## config.mk

```make
export PLATFORM = sky130hd
export DESIGN_NAME = vpg_pin_control
export DESIGN_NICKNAME = d
export VERILOG_FILES = /design/src/vpg_pkg.sv /design/src/vpg_pin_control.sv
export SDC_FILE = /design/constraint.sdc
export NUM_CORES = 1
export LEC_CHECK = 0
export ABC_AREA = 1
export ABC_CLOCK_PERIOD_IN_PS = 1300
export BUFFER_PORTS_ARGS = -buffer_cell sky130_fd_sc_hd__buf_2
export CELL_PAD_IN_SITES_DETAIL_PLACEMENT = 0
export CELL_PAD_IN_SITES_GLOBAL_PLACEMENT = 1
export CORE_AREA = 5 5 126 128
export CTS_CLUSTER_SIZE = 10
export DETAILED_ROUTE_END_ITERATION = 10
export DIE_AREA = 0 0 131 133
export GPL_TIMING_DRIVEN = 0
export PLACE_DENSITY = 0.79
export RECOVER_POWER = 50
export SLEW_MARGIN = 30
export SYNTH_ARGS = -nofsm -noshare
export SYNTH_HDL_FRONTEND = slang
export SYNTH_SLANG_ARGS = --single-unit
```

## constraint.sdc

```tcl
create_clock -name clk -period 1.3 [get_ports clk]
set_input_delay 0.26 -clock clk [delete_from_list [all_inputs] [get_ports clk]]
set_output_delay 0.26 -clock clk [all_outputs]
set_load 0.01 [all_outputs]
```

## src/vpg_pkg.sv

```systemverilog
/*
  vpg_pkg: register map, field positions, reset values and pin
  group layout of the video port pin-control block.
  assumes 32-bit Avalon-MM word addressing by byte address.
*/
package vpg_pkg;
  localparam int ADDR_W = 4;
  localparam logic [3:0] OFS_FUNC = 4'h0;
  localparam logic [3:0] OFS_DIR = 4'h4;
  localparam logic [3:0] OFS_LEVEL = 4'h8;
  localparam logic [3:0] OFS_GPIO_OUT = 4'hc;
  localparam logic [3:0] OFS_MODE = 4'h0 + 4'h0 + 4'h0 + 4'h0 + 4'h0 + 4'h0 + 4'h0 + 4'h0 + 4'h0 + 4'h0 + 4'h0;
  // bit positions in the two select registers; only the ctl bits and bit 0 sit in both
  localparam int B_CTL3 = 22;
  localparam int B_CTL2 = 21;
  localparam int B_CTL1 = 20;
  localparam int B_UPPER = 10;
  localparam int B_LOWER = 0;
  localparam int B_DIR_TOP = 16;
  localparam int B_DIR_UMID = 12;
  localparam int B_DIR_LMID = 8;
  localparam int B_DIR_LOW = 4;
  localparam int B_DIR_BOT = 0;
  localparam logic [31:0] FUNC_MASK = 32'h0070_0401;
  localparam logic [31:0] DIR_MASK = 32'h0071_1111;
  // level readback covers ctl pins and data pins 19..12, 9..2
  localparam logic [31:0] LEVEL_MASK = 32'h007f_f3fc;
  localparam logic [31:0] FUNC_RST = 32'h0000_0000;
  localparam logic [31:0] DIR_RST = 32'h0000_0000;
  localparam logic [31:0] OUT_RST = 32'h0000_0000;
  localparam logic [31:0] UNMAPPED_RDATA = 32'h0000_0000;
  localparam logic [1:0] RESP_OK = 2'h0;
  localparam logic [1:0] RESP_DECERR = 2'h3;

  typedef struct packed {
    logic [ADDR_W-1:0] address;
    logic read;
    logic write;
    logic [31:0] writedata;
    logic [3:0] byteenable;
  } vpg_bus_req_s;

  typedef struct packed {
    logic [31:0] readdata;
    logic waitrequest;
    logic [1:0] response;
  } vpg_bus_rsp_s;

  // one bit per pin: [22:20] ctl3..ctl1, [19:2] data (11:10 unused)
  typedef struct packed {
    logic [22:0] o;
    logic [22:0] oe;
  } vpg_pin_drive_s;
endpackage : vpg_pkg

```

## src/vpg_pin_control.sv

```systemverilog
/*
  vpg_pin_control: pin function and direction selection for the video
  port pins, with level readback and gpio output data, on Avalon-MM.
  assumes pins arrive already synchronous to clk, chip-level mux and
  port-enable status come in as levels from elsewhere in the chip.
*/
`timescale 1ns/10ps
module vpg_pin_control
  import vpg_pkg::*;
(
  input wire logic clk,
  input wire logic resetn,
  input wire logic clk_en,
  input wire vpg_bus_req_s bus_req,
  output vpg_bus_rsp_s bus_rsp,
  input wire logic [22:0] pin_in,
  input wire logic [22:0] video_out,
  input wire logic [22:0] video_oe,
  input wire logic [22:0] pin_muxed_away,
  input wire logic port_enabled,
  input wire logic narrow_capture_mode,
  output vpg_pin_drive_s pin_drive,
  output logic [22:0] pin_is_gpio
);

  typedef enum logic [1:0]
  {
    ST_IDLE = 2'b00,
    ST_ANSWER = 2'b01
  } vpg_bus_state_e;

  vpg_bus_state_e state_q;
  logic [31:0] func_q;
  logic [31:0] dir_q;
  logic [31:0] out_q;
  logic [22:0] level_q;
  logic [31:0] rdata_q;
  logic [1:0] resp_q;
  logic [31:0] bemask;
  logic hit_func;
  logic hit_dir;
  logic hit_level;
  logic hit_out;
  logic mapped;
  logic take;
  logic ack;
  logic [22:0] gpio_sel;
  logic [22:0] dir_pin;

  assign hit_func = bus_req.address == OFS_FUNC;
  assign hit_dir = bus_req.address == OFS_DIR;
  assign hit_level = bus_req.address == OFS_LEVEL;
  assign hit_out = bus_req.address == OFS_GPIO_OUT;
  assign mapped = hit_func | hit_dir | hit_level | hit_out;
  // one wait cycle per access, answer registered in the next
  assign take = clk_en && state_q == ST_IDLE && (bus_req.read || bus_req.write);
  // writes land on the answer edge, the only edge the master counts
  assign ack = clk_en && state_q == ST_ANSWER;

  always_comb
  begin
    for (int i = 0; i < 4; i++)
    begin
      bemask[i*8 +: 8] = {8{bus_req.byteenable[i]}};
    end
  end

  always_ff @(posedge clk)
  begin
    if (!resetn)
    begin
      state_q <= ST_IDLE;
    end
    else if (clk_en)
    begin
      unique case (state_q)
        ST_IDLE:
        begin
          if (take)
          begin
            state_q <= ST_ANSWER;
          end
        end
        ST_ANSWER:
        begin
          state_q <= ST_IDLE;
        end
        default:
        begin
          state_q <= ST_IDLE;
        end
      endcase
    end
  end

  // masks keep reserved positions at zero on every write
  always_ff @(posedge clk)
  begin
    if (!resetn)
    begin
      func_q <= FUNC_RST;
      dir_q <= DIR_RST;
      out_q <= OUT_RST;
    end
    else if (ack && bus_req.write)
    begin
      if (hit_func)
      begin
        func_q <= ((func_q & ~bemask) | (bus_req.writedata & bemask)) & FUNC_MASK;
      end
      if (hit_dir)
      begin
        dir_q <= ((dir_q & ~bemask) | (bus_req.writedata & bemask)) & DIR_MASK;
      end
      if (hit_out)
      begin
        out_q <= ((out_q & ~bemask) | (bus_req.writedata & bemask)) & LEVEL_MASK;
      end
    end
  end

  always_ff @(posedge clk)
  begin
    if (!resetn)
    begin
      level_q <= '0;
    end
    else if (clk_en)
    begin
      level_q <= pin_in & LEVEL_MASK[22:0];
    end
  end

  always_ff @(posedge clk)
  begin
    if (!resetn)
    begin
      rdata_q <= '0;
      resp_q <= RESP_OK;
    end
    else if (take)
    begin
      resp_q <= mapped ? RESP_OK : RESP_DECERR;
      if (!bus_req.read)
      begin
        rdata_q <= '0;
      end
      else if (hit_func)
      begin
        rdata_q <= func_q;
      end
      else if (hit_dir)
      begin
        rdata_q <= dir_q;
      end
      else if (hit_level)
      begin
        rdata_q <= {9'h000, level_q};
      end
      else if (hit_out)
      begin
        rdata_q <= out_q;
      end
      else
      begin
        rdata_q <= UNMAPPED_RDATA;
      end
    end
  end

  assign bus_rsp.readdata = rdata_q;
  assign bus_rsp.response = resp_q;
  assign bus_rsp.waitrequest = !(state_q == ST_ANSWER && clk_en);

  // gpio selection per pin; data groups switch whole, ctl pins one by one
  always_comb
  begin
    gpio_sel = '0;
    gpio_sel[22] = func_q[B_CTL3];
    gpio_sel[21] = func_q[B_CTL2];
    gpio_sel[20] = func_q[B_CTL1];
    gpio_sel[19:12] = {8{func_q[B_UPPER]}};
    gpio_sel[9:2] = {8{func_q[B_LOWER]}};
    dir_pin = '0;
    dir_pin[22] = dir_q[B_CTL3];
    dir_pin[21] = dir_q[B_CTL2];
    dir_pin[20] = dir_q[B_CTL1];
    dir_pin[19:16] = {4{dir_q[B_DIR_TOP]}};
    dir_pin[15:12] = {4{dir_q[B_DIR_UMID]}};
    dir_pin[9:8] = {2{dir_q[B_DIR_LMID]}};
    dir_pin[7:4] = {4{dir_q[B_DIR_LOW]}};
    dir_pin[3:2] = {2{dir_q[B_DIR_BOT]}};
  end

  // narrow capture and a disabled port only leave pins free; the
  // function bits still decide, so software owns the handover
  genvar p;
  generate
    for (p = 0; p < 23; p++)
    begin : g_pin
      logic gp;
      assign gp = gpio_sel[p] && !pin_muxed_away[p];
      assign pin_is_gpio[p] = gp;
      assign pin_drive.oe[p] = gp ? dir_pin[p] : video_oe[p];
      assign pin_drive.o[p] = gp ? out_q[p] : video_out[p];
    end
  endgenerate
endmodule : vpg_pin_control

```

After elaboration in Yosys (flattened, before gate mapping)
Cells that the tools add are included.
Word-level totals
  register bits after elaboration: 87
  input port bits: 139
  word-level logic and storage cells: 119
Cells by class
  equal/unequal tests: 5
  reductions and logical operators: 50
  bitwise operators: 11
  multiplexer cells: 46
Operator list (number)
  bitwise AND 23 bit: 4
  two-way mux 23 bit: 3
  bitwise OR 23 bit: 3
  two-way mux 32 bit: 2
  two-way mux 1 bit: 38
  logical AND 1 bit: 23
  NOT 23 bit: 1
  zero test 1 bit: 20
  equality test 4 bit, second input constant: 2
  AND reduction 2 bit: 4
  two-way mux 2 bit: 3
  equality test 4 x 3 -> 1 bit, second input constant: 1
  zero test 4 bit: 1
  bitwise OR 1 bit: 3
  equality test 2 x 1 -> 1 bit, second input constant: 1
  zero test 2 bit: 1
  != test 2 bit, second input constant: 1
  logical OR 1 bit: 1

Depth between registers and ports, before layout
Gate-level depths: netlist of the first run.
  depth in word-level cells: 6
  depth in mapped cells: 9
  gate-level depth less buffers: 8

Worst setup path after synthesis of the first run
Ideal clock, no wire load.
  path type: reg-to-reg
  from: register state_q[0]
  to: register with a tool-made name
  data arrival time: 1.083 ns
  setup slack: 0.104 ns
  path buffers: 1
  period minus slack after synthesis: 1.196 ns
  library setup time: 0.113 ns
  stages on the path, launching flop included: 9
  data required time: 1.187 ns
  cells stage by stage: dfxtp_1 > nand2_1 > inv_1 > nand2_1 > inv_2 > nand3_2 > buf_6 > nor2_1 > nor2_1
RTL lines
  from (decl): line vpg_pin_control.sv:32  | vpg_bus_state_e state_q;
  from (signal assigned): line vpg_pin_control.sv:72  | state_q <= ST_IDLE;
  from (signal assigned): line vpg_pin_control.sv:81  | state_q <= ST_ANSWER;
  from (signal assigned): line vpg_pin_control.sv:86  | state_q <= ST_IDLE;

==> results of run 1 <==
## cells by family (layout without fill, tap and decap cells)
| group | Yosys count | in the layout | synth area share, % |
|---|---|---|---|
| simple gates | 359 | 359 | 36.4 |
| buf+inv | 132 | 359 | 17.4 |
| compound gates | 88 | 88 | 10.6 |
| flops | 74 | 74 | 35.5 |
| other cells | 1 | 18 | 0.0900 |
## power by group
part	internal [W]	leakage [nW]	switching (W)
clock network	0.00148	0.149	0.000968
registers	0.00232	0.605	0.0000271
logic	0.000343	2.38	0.000462
total	0.00414	3.14	0.00146
## area by class of cell
class                   instances  area, um2
fillers                      1613       8490
multi-input cells             462       2250
flip-flops and latches         74       1490
repair buffers                213       1190
plain buffers                  62        514
inverters                      68        279
well taps                     188        235
clock buffers                   9        225
clock inverters                 7       67.6
diodes                          3       7.51
## per-stage QoR
| step | instance area [um2] | worst slack [ps] | utilization (%) |
|---|---|---|---|
| 3_3_place_gp | 5440 | -333 | 36.9 |
| 3_5_place_dp | 5440 | -332 | 36.9 |
| 4_1_cts | 6130 | -195 | 41.5 |
| 6_report | 6260 | -197 | 42.5 |
| 5_1_grt | 6260 | -283 | 42.5 |
| 2_1_floorplan | 4220 | 104 | - |
## worst max-delay path by stage
stage                                to  slack (ps)
final                     pin_drive[25]        -200
after CTS                  pin_drive[2]        -200
after detailed placement     level_q[8]        -330
after global routing      pin_drive[31]        -280
after floorplan               flip-flop         100
after global placement       level_q[8]        -330
## Yosys cell counts
library cell	instances	share of area [%]
nand3_4	2	0.84
nor2_2	1	0.15
clkbuf_1	6	0.54
buf_4	44	7.9
nand2_1	175	16
conb_1	1	0.090
inv_2	2	0.18
buf_6	5	1.4
nor2_4	2	0.54
inv_6	1	0.21
nor2_8	2	0.96
buf_2	8	0.96
dfxtp_1	74	36
clkbuf_8	1	0.33
nand3_1	39	4.7
a21oi_1	23	2.8
nor2_1	131	12
inv_1	64	5.8
o21ai_0	64	7.7
nand2_4	2	0.54
clkinv_1	1	0.090
nand3_2	4	0.96
a211oi_1	1	0.18
or2_2	1	0.15
## metal layers
layer | up-vias | global-route usage, % | wire length (um)
met3 | 14 | 5.33 | 1380
met2 | 160 | 29.0 | 7450
li1 | 2455 | - | -
met5 | - | 0 | 0
met1 | 2035 | 18.7 | 5760
met4 | 0 | 3.49 | 177
## worst max-delay path: cells and delay by family, from the launching register on
family,cells,cell delay [ps]
simple gates,2,120
buf+inv,3,370
flops,1,370
compound gates,1,70
## timing repair
action | 4_1_cts | 5_1_grt
resized for setup | 152 | 35
setup buffers | 7 | 11
gates cloned | 0 | 0
hold endpoints to repair | 0 | 0
pin swaps | 6 | 11
setup endpoints to repair | 76 | 107
==> impl_metrics.ini, run 1 <==
[power_and_ir_drop]
leakage_nw = 3.14
power.density_nw_per_um2 = 894
finalPower_w = 0.00560
ir_drop_v = 0.000572

[layout]
final_common_cell = nand2_1
drive_gt1_share_pct = 38.3
num-nets-final = 1029
stdcell_count = 1086
mostFrequentLayoutCells = nand2_1, buf_2, nor2_1
area_delta_synth_final_pct = 50.3

[placed_design]
dp_hpwl_mm = 11.7
port_buffers = 196
gp_congestion = 0.818
placed_cells = 1052

[clock_network]
insertion_delay_ps = 330
cts_tree = built
cts.sinks = 74
cts_buffer_depth = 2
htree_levels = 3
cts.reportedPaths.clkPinSlew_ps = 60
holdBufCountCts = 0
clockRootBuffer = clkbuf_16
cts_buffers = 9

[floorplan]
row_count = 45
die_h_um = 133
io_pins = 243
die-area_um2 = 17400
core_area_um2 = 14800
fp.dieW_um = 131
start_util_pct = 28.3

[critical_path]
crit_slowest_cell = dfxtp_4
worstPathRequired_ps = 1040
path_cells = inv_8, nor2_4, inv_2, nand2_1, o21ai_2, buf_2
critPathMaxFanout = 8
reg2reg_slack_ps = 10
crit_type = flip-flop to primary output
start_kind = flip-flop
critPathArrivalTime_ps = 1240
crit_path_end_kind = primary output
slowest_delay_ps = 370
r2r_start = state_q[0]
rr_worst_depth = 8

[logic_synthesis]
synth-seq-cells = 74
yosysWarningCount = 0
synth.distinct_cells = 24
synth_cells = 654
syn-cell-area_um2 = 4170
synth-seq-area-share_pct = 35.5
syn_avg_cell_area_um2 = 6.37

[outcome]
violations = negative setup slack
outcome = finished, violations left

[timing]
drv_slew = 0
worst_slack_ps = -197
setup_viol_count_final = 64
final-hold-violation-count = 0
tns_ps = -8200
grt_setup_unrepaired = yes
finalClockSkew_ps = 6.36
min_period_over_period_pct = 115
layout_min_cycle_time_ps = 1500
holdWs_ps = 142
tightest_slew_ps = 513
relSlewSlack_pct = 65.8
fmax_mhz = 668

[global_routing]
grt.total_usage_pct = 16.3
grt_start_max_net_pins = 14
grt_pass1_wl_mm = 22.3
grt_pass1_vias = 4445
antenna_found_initial = 3
grt_overflow = 0

[route]
drt-pass1-iter-count = 4
wire_per_inst_um = 13.6
vias = 4664
via_per_inst = 4.29
ant_nets = 0
wl_mm = 14.8
drcViolationCount = 0
drt-initial-drc-count = 181

[min_path]
worstHoldStart = bus_req[23]
min_path_cells = 3
holdCritPathClass = input port to flip-flop

[run]
cap_violations = 0
(Power assumes the default switching activity.)
==> inputs of run 2 (changes only) <==
--- a/config.mk
+++ b/config.mk
@@ -17,7 +17,9 @@
 export GPL_TIMING_DRIVEN = 0
 export PLACE_DENSITY = 0.79
 export RECOVER_POWER = 50
+export SETUP_SLACK_MARGIN = 0.15
 export SLEW_MARGIN = 30
 export SYNTH_ARGS = -nofsm -noshare
 export SYNTH_HDL_FRONTEND = slang
 export SYNTH_SLANG_ARGS = --single-unit
+export TNS_END_PERCENT = 10
==> impl_metrics.ini, run 2 (same netlist as run 1, synthesis figures left out) <==
[critical_path]
crit_slowest_cell = dfxtp_4
critPathMaxFanout = 8
worstPathRequired_ps = 1040
crit_path_end_kind = primary output
critPathArrivalTime_ps = 1220
start_kind = flip-flop
path_delay_family = flip-flops
slowest_delay_ps = 380
path_cells = inv_8, nor2_2, inv_2, o21ai_0, buf_2
worst-path-buf-inv = 3
r2r_start = state_q[0]
crit_type = flip-flop to primary output

[clock_network]
cts_buffers = 9
cts_tree = built
htree_levels = 3
cts.sinks = 74
insertion_delay_ps = 330
cts.reportedPaths.clkPinSlew_ps = 60
cts_buffer_depth = 2
clockRootBuffer = clkbuf_16

[global_routing]
grt.total_usage_pct = 15.9
grt_overflow = 0
grt_start_max_net_pins = 13
grt_pass1_vias = 4298
antenna_found_initial = 4
grt_pass1_wl_mm = 21.9

[power_and_ir_drop]
power_frac_comb_pct = 13.8
pwr-share-seq_pct = 39.9
switchingPower_w = 0.00143
switching_share_pct = 24.3
ir_drop_v = 0.000693
leakage_nw = 3.06
power.density_nw_per_um2 = 957
p_int_w = 0.00445
clkPwrFrac_pct = 46.3

[route]
wire_per_inst_um = 13.4
drcViolationCount = 0
drt-initial-drc-count = 159
vias = 4611
via_per_inst = 4.30
wl_mm = 14.4
ant_nets = 0
drt-pass1-iter-count = 7

[layout]
final_common_cell = buf_2
final_area_um2 = 6150
num-nets-final = 1016
area_delta_synth_final_pct = 47.5
drive_gt1_share_pct = 40.0
ff_latch_area_um2 = 1490
multi_input_area_um2 = 2320
mostFrequentLayoutCells = buf_2, nand2_1, nor2_1
fin_util_pct = 41.7
fillers = 1610

[timing]
worst_slack_ps = -184
drv_slew = 0
min_period_over_period_pct = 114
tns_ps = -5870
setup_viol_count_final = 54
finalClockSkew_ps = 3.02
layout_min_cycle_time_ps = 1480
final-hold-violation-count = 0
fmax_mhz = 674
grt_setup_unrepaired = yes

[placed_design]
dp_hpwl_mm = 11.6
port_buffers = 196
gp_congestion = 0.786
place_area_um2 = 5440

[outcome]
violations = negative setup slack
outcome = finished, violations left

[floorplan]
start_util_pct = 28.3
core_area_um2 = 14800
die-area_um2 = 17400
row_count = 45
io_pins = 243
fp.dieW_um = 131
die_h_um = 133

[min_path]
holdCritPathClass = input port to flip-flop
worstHoldStart = bus_req[17]

[run]
cap_violations = 0
[run 2: path summary, 6_finish.rpt]
check	to	slack [ps]	depth (start not counted)
worst min register to register	rdata_q[13]	460	2
worst max register to register	flip-flop	0	7
worst max-delay path	pin_drive[35]	-180	5
worst min-delay path	flip-flop	140	3
[run 2: what timing repair did]
action                                  CTS  global route
endpoints found under the setup margin  107           121
hold buffers                              0             0
resized for setup                       106            85
pin swaps                                18            30
setup buffers                             2             0
[run 2: power groups by stage]
stage	registers, W	logic, W	clock network, W
final	0.00235	0.000813	0.00272
after global routing	0.00235	0.000898	0.00289
after CTS	0.00235	0.000793	0.00278
after detailed placement	0.00240	0.000748	0
after global placement	0.00240	0.000744	0
after floorplan	0.00239	0.000391	0
[run 2: layer usage]
metal,up-vias,routed length (um),global-route usage (%)
met1,2005,5740,19.1
met3,14,1370,5.09
met4,4,118,2.57
met5,-,27,0
li1,2439,-,-
met2,149,7140,27.9
[run 2: cell type report]
type | instances | share of cell area [%]
multi-input cells | 462 | 37.7
flip-flops and latches | 74 | 24.3
repair buffers | 198 | 16.1
plain buffers | 64 | 8.02
inverters | 68 | 4.64
clock buffers | 12 | 4.17
well taps | 188 | 3.83
clock inverters | 4 | 1.20
diodes | 2 | 0.0814
[run 2: worst reg2reg max path: stages, from the launching register on]
cell and delay (ps):
dfxtp_1 360, nand2_2 90, inv_2 90, nand2_4 70, nor2_2 250, nand2_4 120, o21ai_2 140, nor2_1 60
[run 2: metrics by stage]
stage | std cells | power [W] | hold slack, ps | worst slack (ps)
2_1_floorplan | 668 | 0.00278 | 395 | 138
3_3_place_gp | 1052 | 0.00314 | 446 | -332
3_5_place_dp | 1052 | 0.00315 | 452 | -328
4_1_cts | 1070 | 0.00592 | 136 | -206
5_1_grt | 1072 | 0.00614 | 151 | -238
6_report | 1072 | 0.00588 | 139 | -184
==> inputs of run 3 (changes only) <==
--- a/config.mk
+++ b/config.mk
@@ -5,17 +5,16 @@
 export SDC_FILE = /design/constraint.sdc
 export NUM_CORES = 1
 export LEC_CHECK = 0
-export ABC_AREA = 1
 export ABC_CLOCK_PERIOD_IN_PS = 1300
 export BUFFER_PORTS_ARGS = -buffer_cell sky130_fd_sc_hd__buf_2
 export CELL_PAD_IN_SITES_DETAIL_PLACEMENT = 0
 export CELL_PAD_IN_SITES_GLOBAL_PLACEMENT = 1
-export CORE_AREA = 5 5 126 128
+export CORE_AREA = 5 5 120 122
 export CTS_CLUSTER_SIZE = 10
 export DETAILED_ROUTE_END_ITERATION = 10
-export DIE_AREA = 0 0 131 133
+export DIE_AREA = 0 0 125 127
 export GPL_TIMING_DRIVEN = 0
-export PLACE_DENSITY = 0.79
+export PLACE_DENSITY = 0.78
 export RECOVER_POWER = 50
 export SETUP_SLACK_MARGIN = 0.15
 export SLEW_MARGIN = 30
==> impl_metrics.ini, run 3 <==
[power_and_ir_drop]
clkPwrFrac_pct = 40.7
pwr-share-seq_pct = 44.0
switchingPower_w = 0.00129
switching_share_pct = 24.2
p_int_w = 0.00402
leakage_nw = 2.85
power.density_nw_per_um2 = 907
finalPower_w = 0.00531
power_frac_comb_pct = 15.4
ir_drop_v = 0.000643

[global_routing]
grt_pass1_wl_mm = 20.9
grt.total_usage_pct = 16.5
grt_pass1_vias = 3890
grt_overflow = 0
antenna_found_initial = 2
grt_start_max_net_pins = 12

[timing]
setup_viol_count_final = 90
finalClockSkew_ps = 4.40
fmax_mhz = 620
holdWs_ps = 179
drv_slew = 0
min_period_over_period_pct = 124
layout_min_cycle_time_ps = 1610
worst_slack_ps = -313
final-hold-violation-count = 0
grt_setup_unrepaired = yes
tightest_slew_ps = 522
relSlewSlack_pct = 65.2

[floorplan]
core_area_um2 = 13100
io_pins = 243
die-area_um2 = 15900
die_h_um = 127
row_count = 42
fp.dieW_um = 125
start_util_pct = 30.7

[placed_design]
gp_congestion = 0.792
dp_hpwl_mm = 10.6
place_area_um2 = 5270
port_buffers = 195

[run]
cap_violations = 0

[critical_path]
path_cells = nand2b_1, mux2_2, buf_2
crit_path_end_kind = primary output
critPathArrivalTime_ps = 1350
crit_slowest_cell = dfxtp_4
path_delay_family = flip-flops
slowest_delay_ps = 390
start_kind = flip-flop
worstPathRequired_ps = 1040
crit_type = flip-flop to primary output
critPathMaxFanout = 9
worst-path-buf-inv = 1

[clock_network]
cts_buffers = 9
clockRootBuffer = clkbuf_16
cts_buffer_depth = 2
htree_levels = 3
insertion_delay_ps = 320
cts_tree = built
holdBufCountCts = 0
cts.reportedPaths.clkPinSlew_ps = 50
cts.sinks = 74

[route]
highest_layer = met5
dr_wl_met2_mm = 7.08
drt-initial-drc-count = 122
routedLengthMet1_mm = 5.58
drcViolationCount = 0
via_per_inst = 4.54
drt-pass1-iter-count = 5
wl_mm = 13.7
wire_per_inst_um = 16.7
met3WireLength_um = 900
ant_nets = 0
vias = 3720

[logic_synthesis]
syn_avg_cell_area_um2 = 9.63
synthTopCellsByArea = dfxtp_1, mux2i_1, mux2_2
synthFlopType = dfxtp_1
synth_cells = 417
syn-cell-area_um2 = 4010
synth-seq-area-share_pct = 36.9
synth_edf_count = 0
synth_most_common_cell = dfxtp_1
synth_top_area_share_pct = 36.9
synth_top_area_cell = dfxtp_1
synth_common_cells = dfxtp_1, mux2i_1, nand2_1, buf_4, mux2_2
async_flop_share_pct = 0
synth-seq-cells = 74
yosysWarningCount = 0
synth.distinct_cells = 36

[layout]
area_delta_synth_final_pct = 45.8
drive_gt1_share_pct = 49.5
num-nets-final = 778
final_common_cell = buf_2
antenna_cells = 0
mostFrequentLayoutCells = buf_2, dfxtp_1, mux2i_1
final_area_um2 = 5850

[outcome]
violations = negative setup slack
outcome = finished, violations left

[min_path]
worstHoldStart = bus_req[14]
holdCritPathClass = input port to flip-flop
run 3: cell count changes after synthesis, moves of 16 or more:
cell,delta
a21oi_1,-23
nor2_1,-124
nand2b_1,+22
mux2i_1,+62
nor2b_1,+20
o21ai_0,-62
nand2_1,-122
mux2_2,+42
o2bb2ai_1,+16
inv_1,-45
nand3_1,-37
run 3: worst min-delay path, stage by stage:
cell and delay (ps):
buf_2 100, nand2_1 50, o31ai_1 50
run 3: through the flow:
stage | instances | util [%] | TNS, ps | worst slack, ps
detailed placement | 802 | 40.3 | -32020 | -690
CTS | 819 | 44.3 | -13580 | -322
global placement | 802 | 40.3 | -29510 | -642
floorplan | 431 | - | -1510 | -180
finish | 819 | 44.7 | -14450 | -313
global route | 819 | 44.7 | -21360 | -369
run 3: power groups by stage:
stage	combinational [W]	sequential, W	clock (W)
6_report	0.000815	0.00233	0.00216
5_1_grt	0.000891	0.00234	0.00235
4_1_cts	0.000807	0.00234	0.00223
3_5_place_dp	0.000741	0.00239	0
3_3_place_gp	0.000730	0.00239	0
2_1_floorplan	0.000416	0.00238	0
run 3: repair_timing:
action / in CTS / in global routing
endpoints found under the setup margin: 126 / 122
gates cloned: 0 / 0
resized for setup: 64 / 26
setup buffers: 2 / 0
hold endpoints to repair: 0 / 0
pin swaps: 4 / 6
run 3: final cells by class:
cell class,instances,area (um2)
inverter,19,71.3
fill,1337,7230
multi-input combinational,276,2250
timing repair buffer,197,1080
tap,176,220
clock inverter,3,17.5
clock buffer,12,236
sequential,74,1500
buffer,62,470
run 3: kinds of logic after synthesis:
| logic type | after synthesis | synth area share, % |
|---|---|---|
| and+or+nand+nor | 120 | 15.1 |
| muxes | 107 | 29.1 |
| buffers and inverters | 81 | 11.9 |
| DFF | 74 | 36.9 |
| AOI/OAI and AO/OA | 34 | 6.92 |
| other | 1 | 0.0934 |
run 3: path summary, 6_finish.rpt:
path	end	slack (ps)	cells past startpoint
hold / removal	flip-flop	180	3
setup reg to reg	rdata_q[21]	-150	3
setup / recovery	pin_drive[9]	-310	3
hold reg to reg	rdata_q[17]	460	1
run 3: per-layer routing:
layer | vias up | track usage (%)
li1 | 1828 | -
met1 | 1769 | 19.6
met2 | 114 | 29.9
met3 | 7 | 5.22
met4 | 2 | 2.68
met5 | - | 0
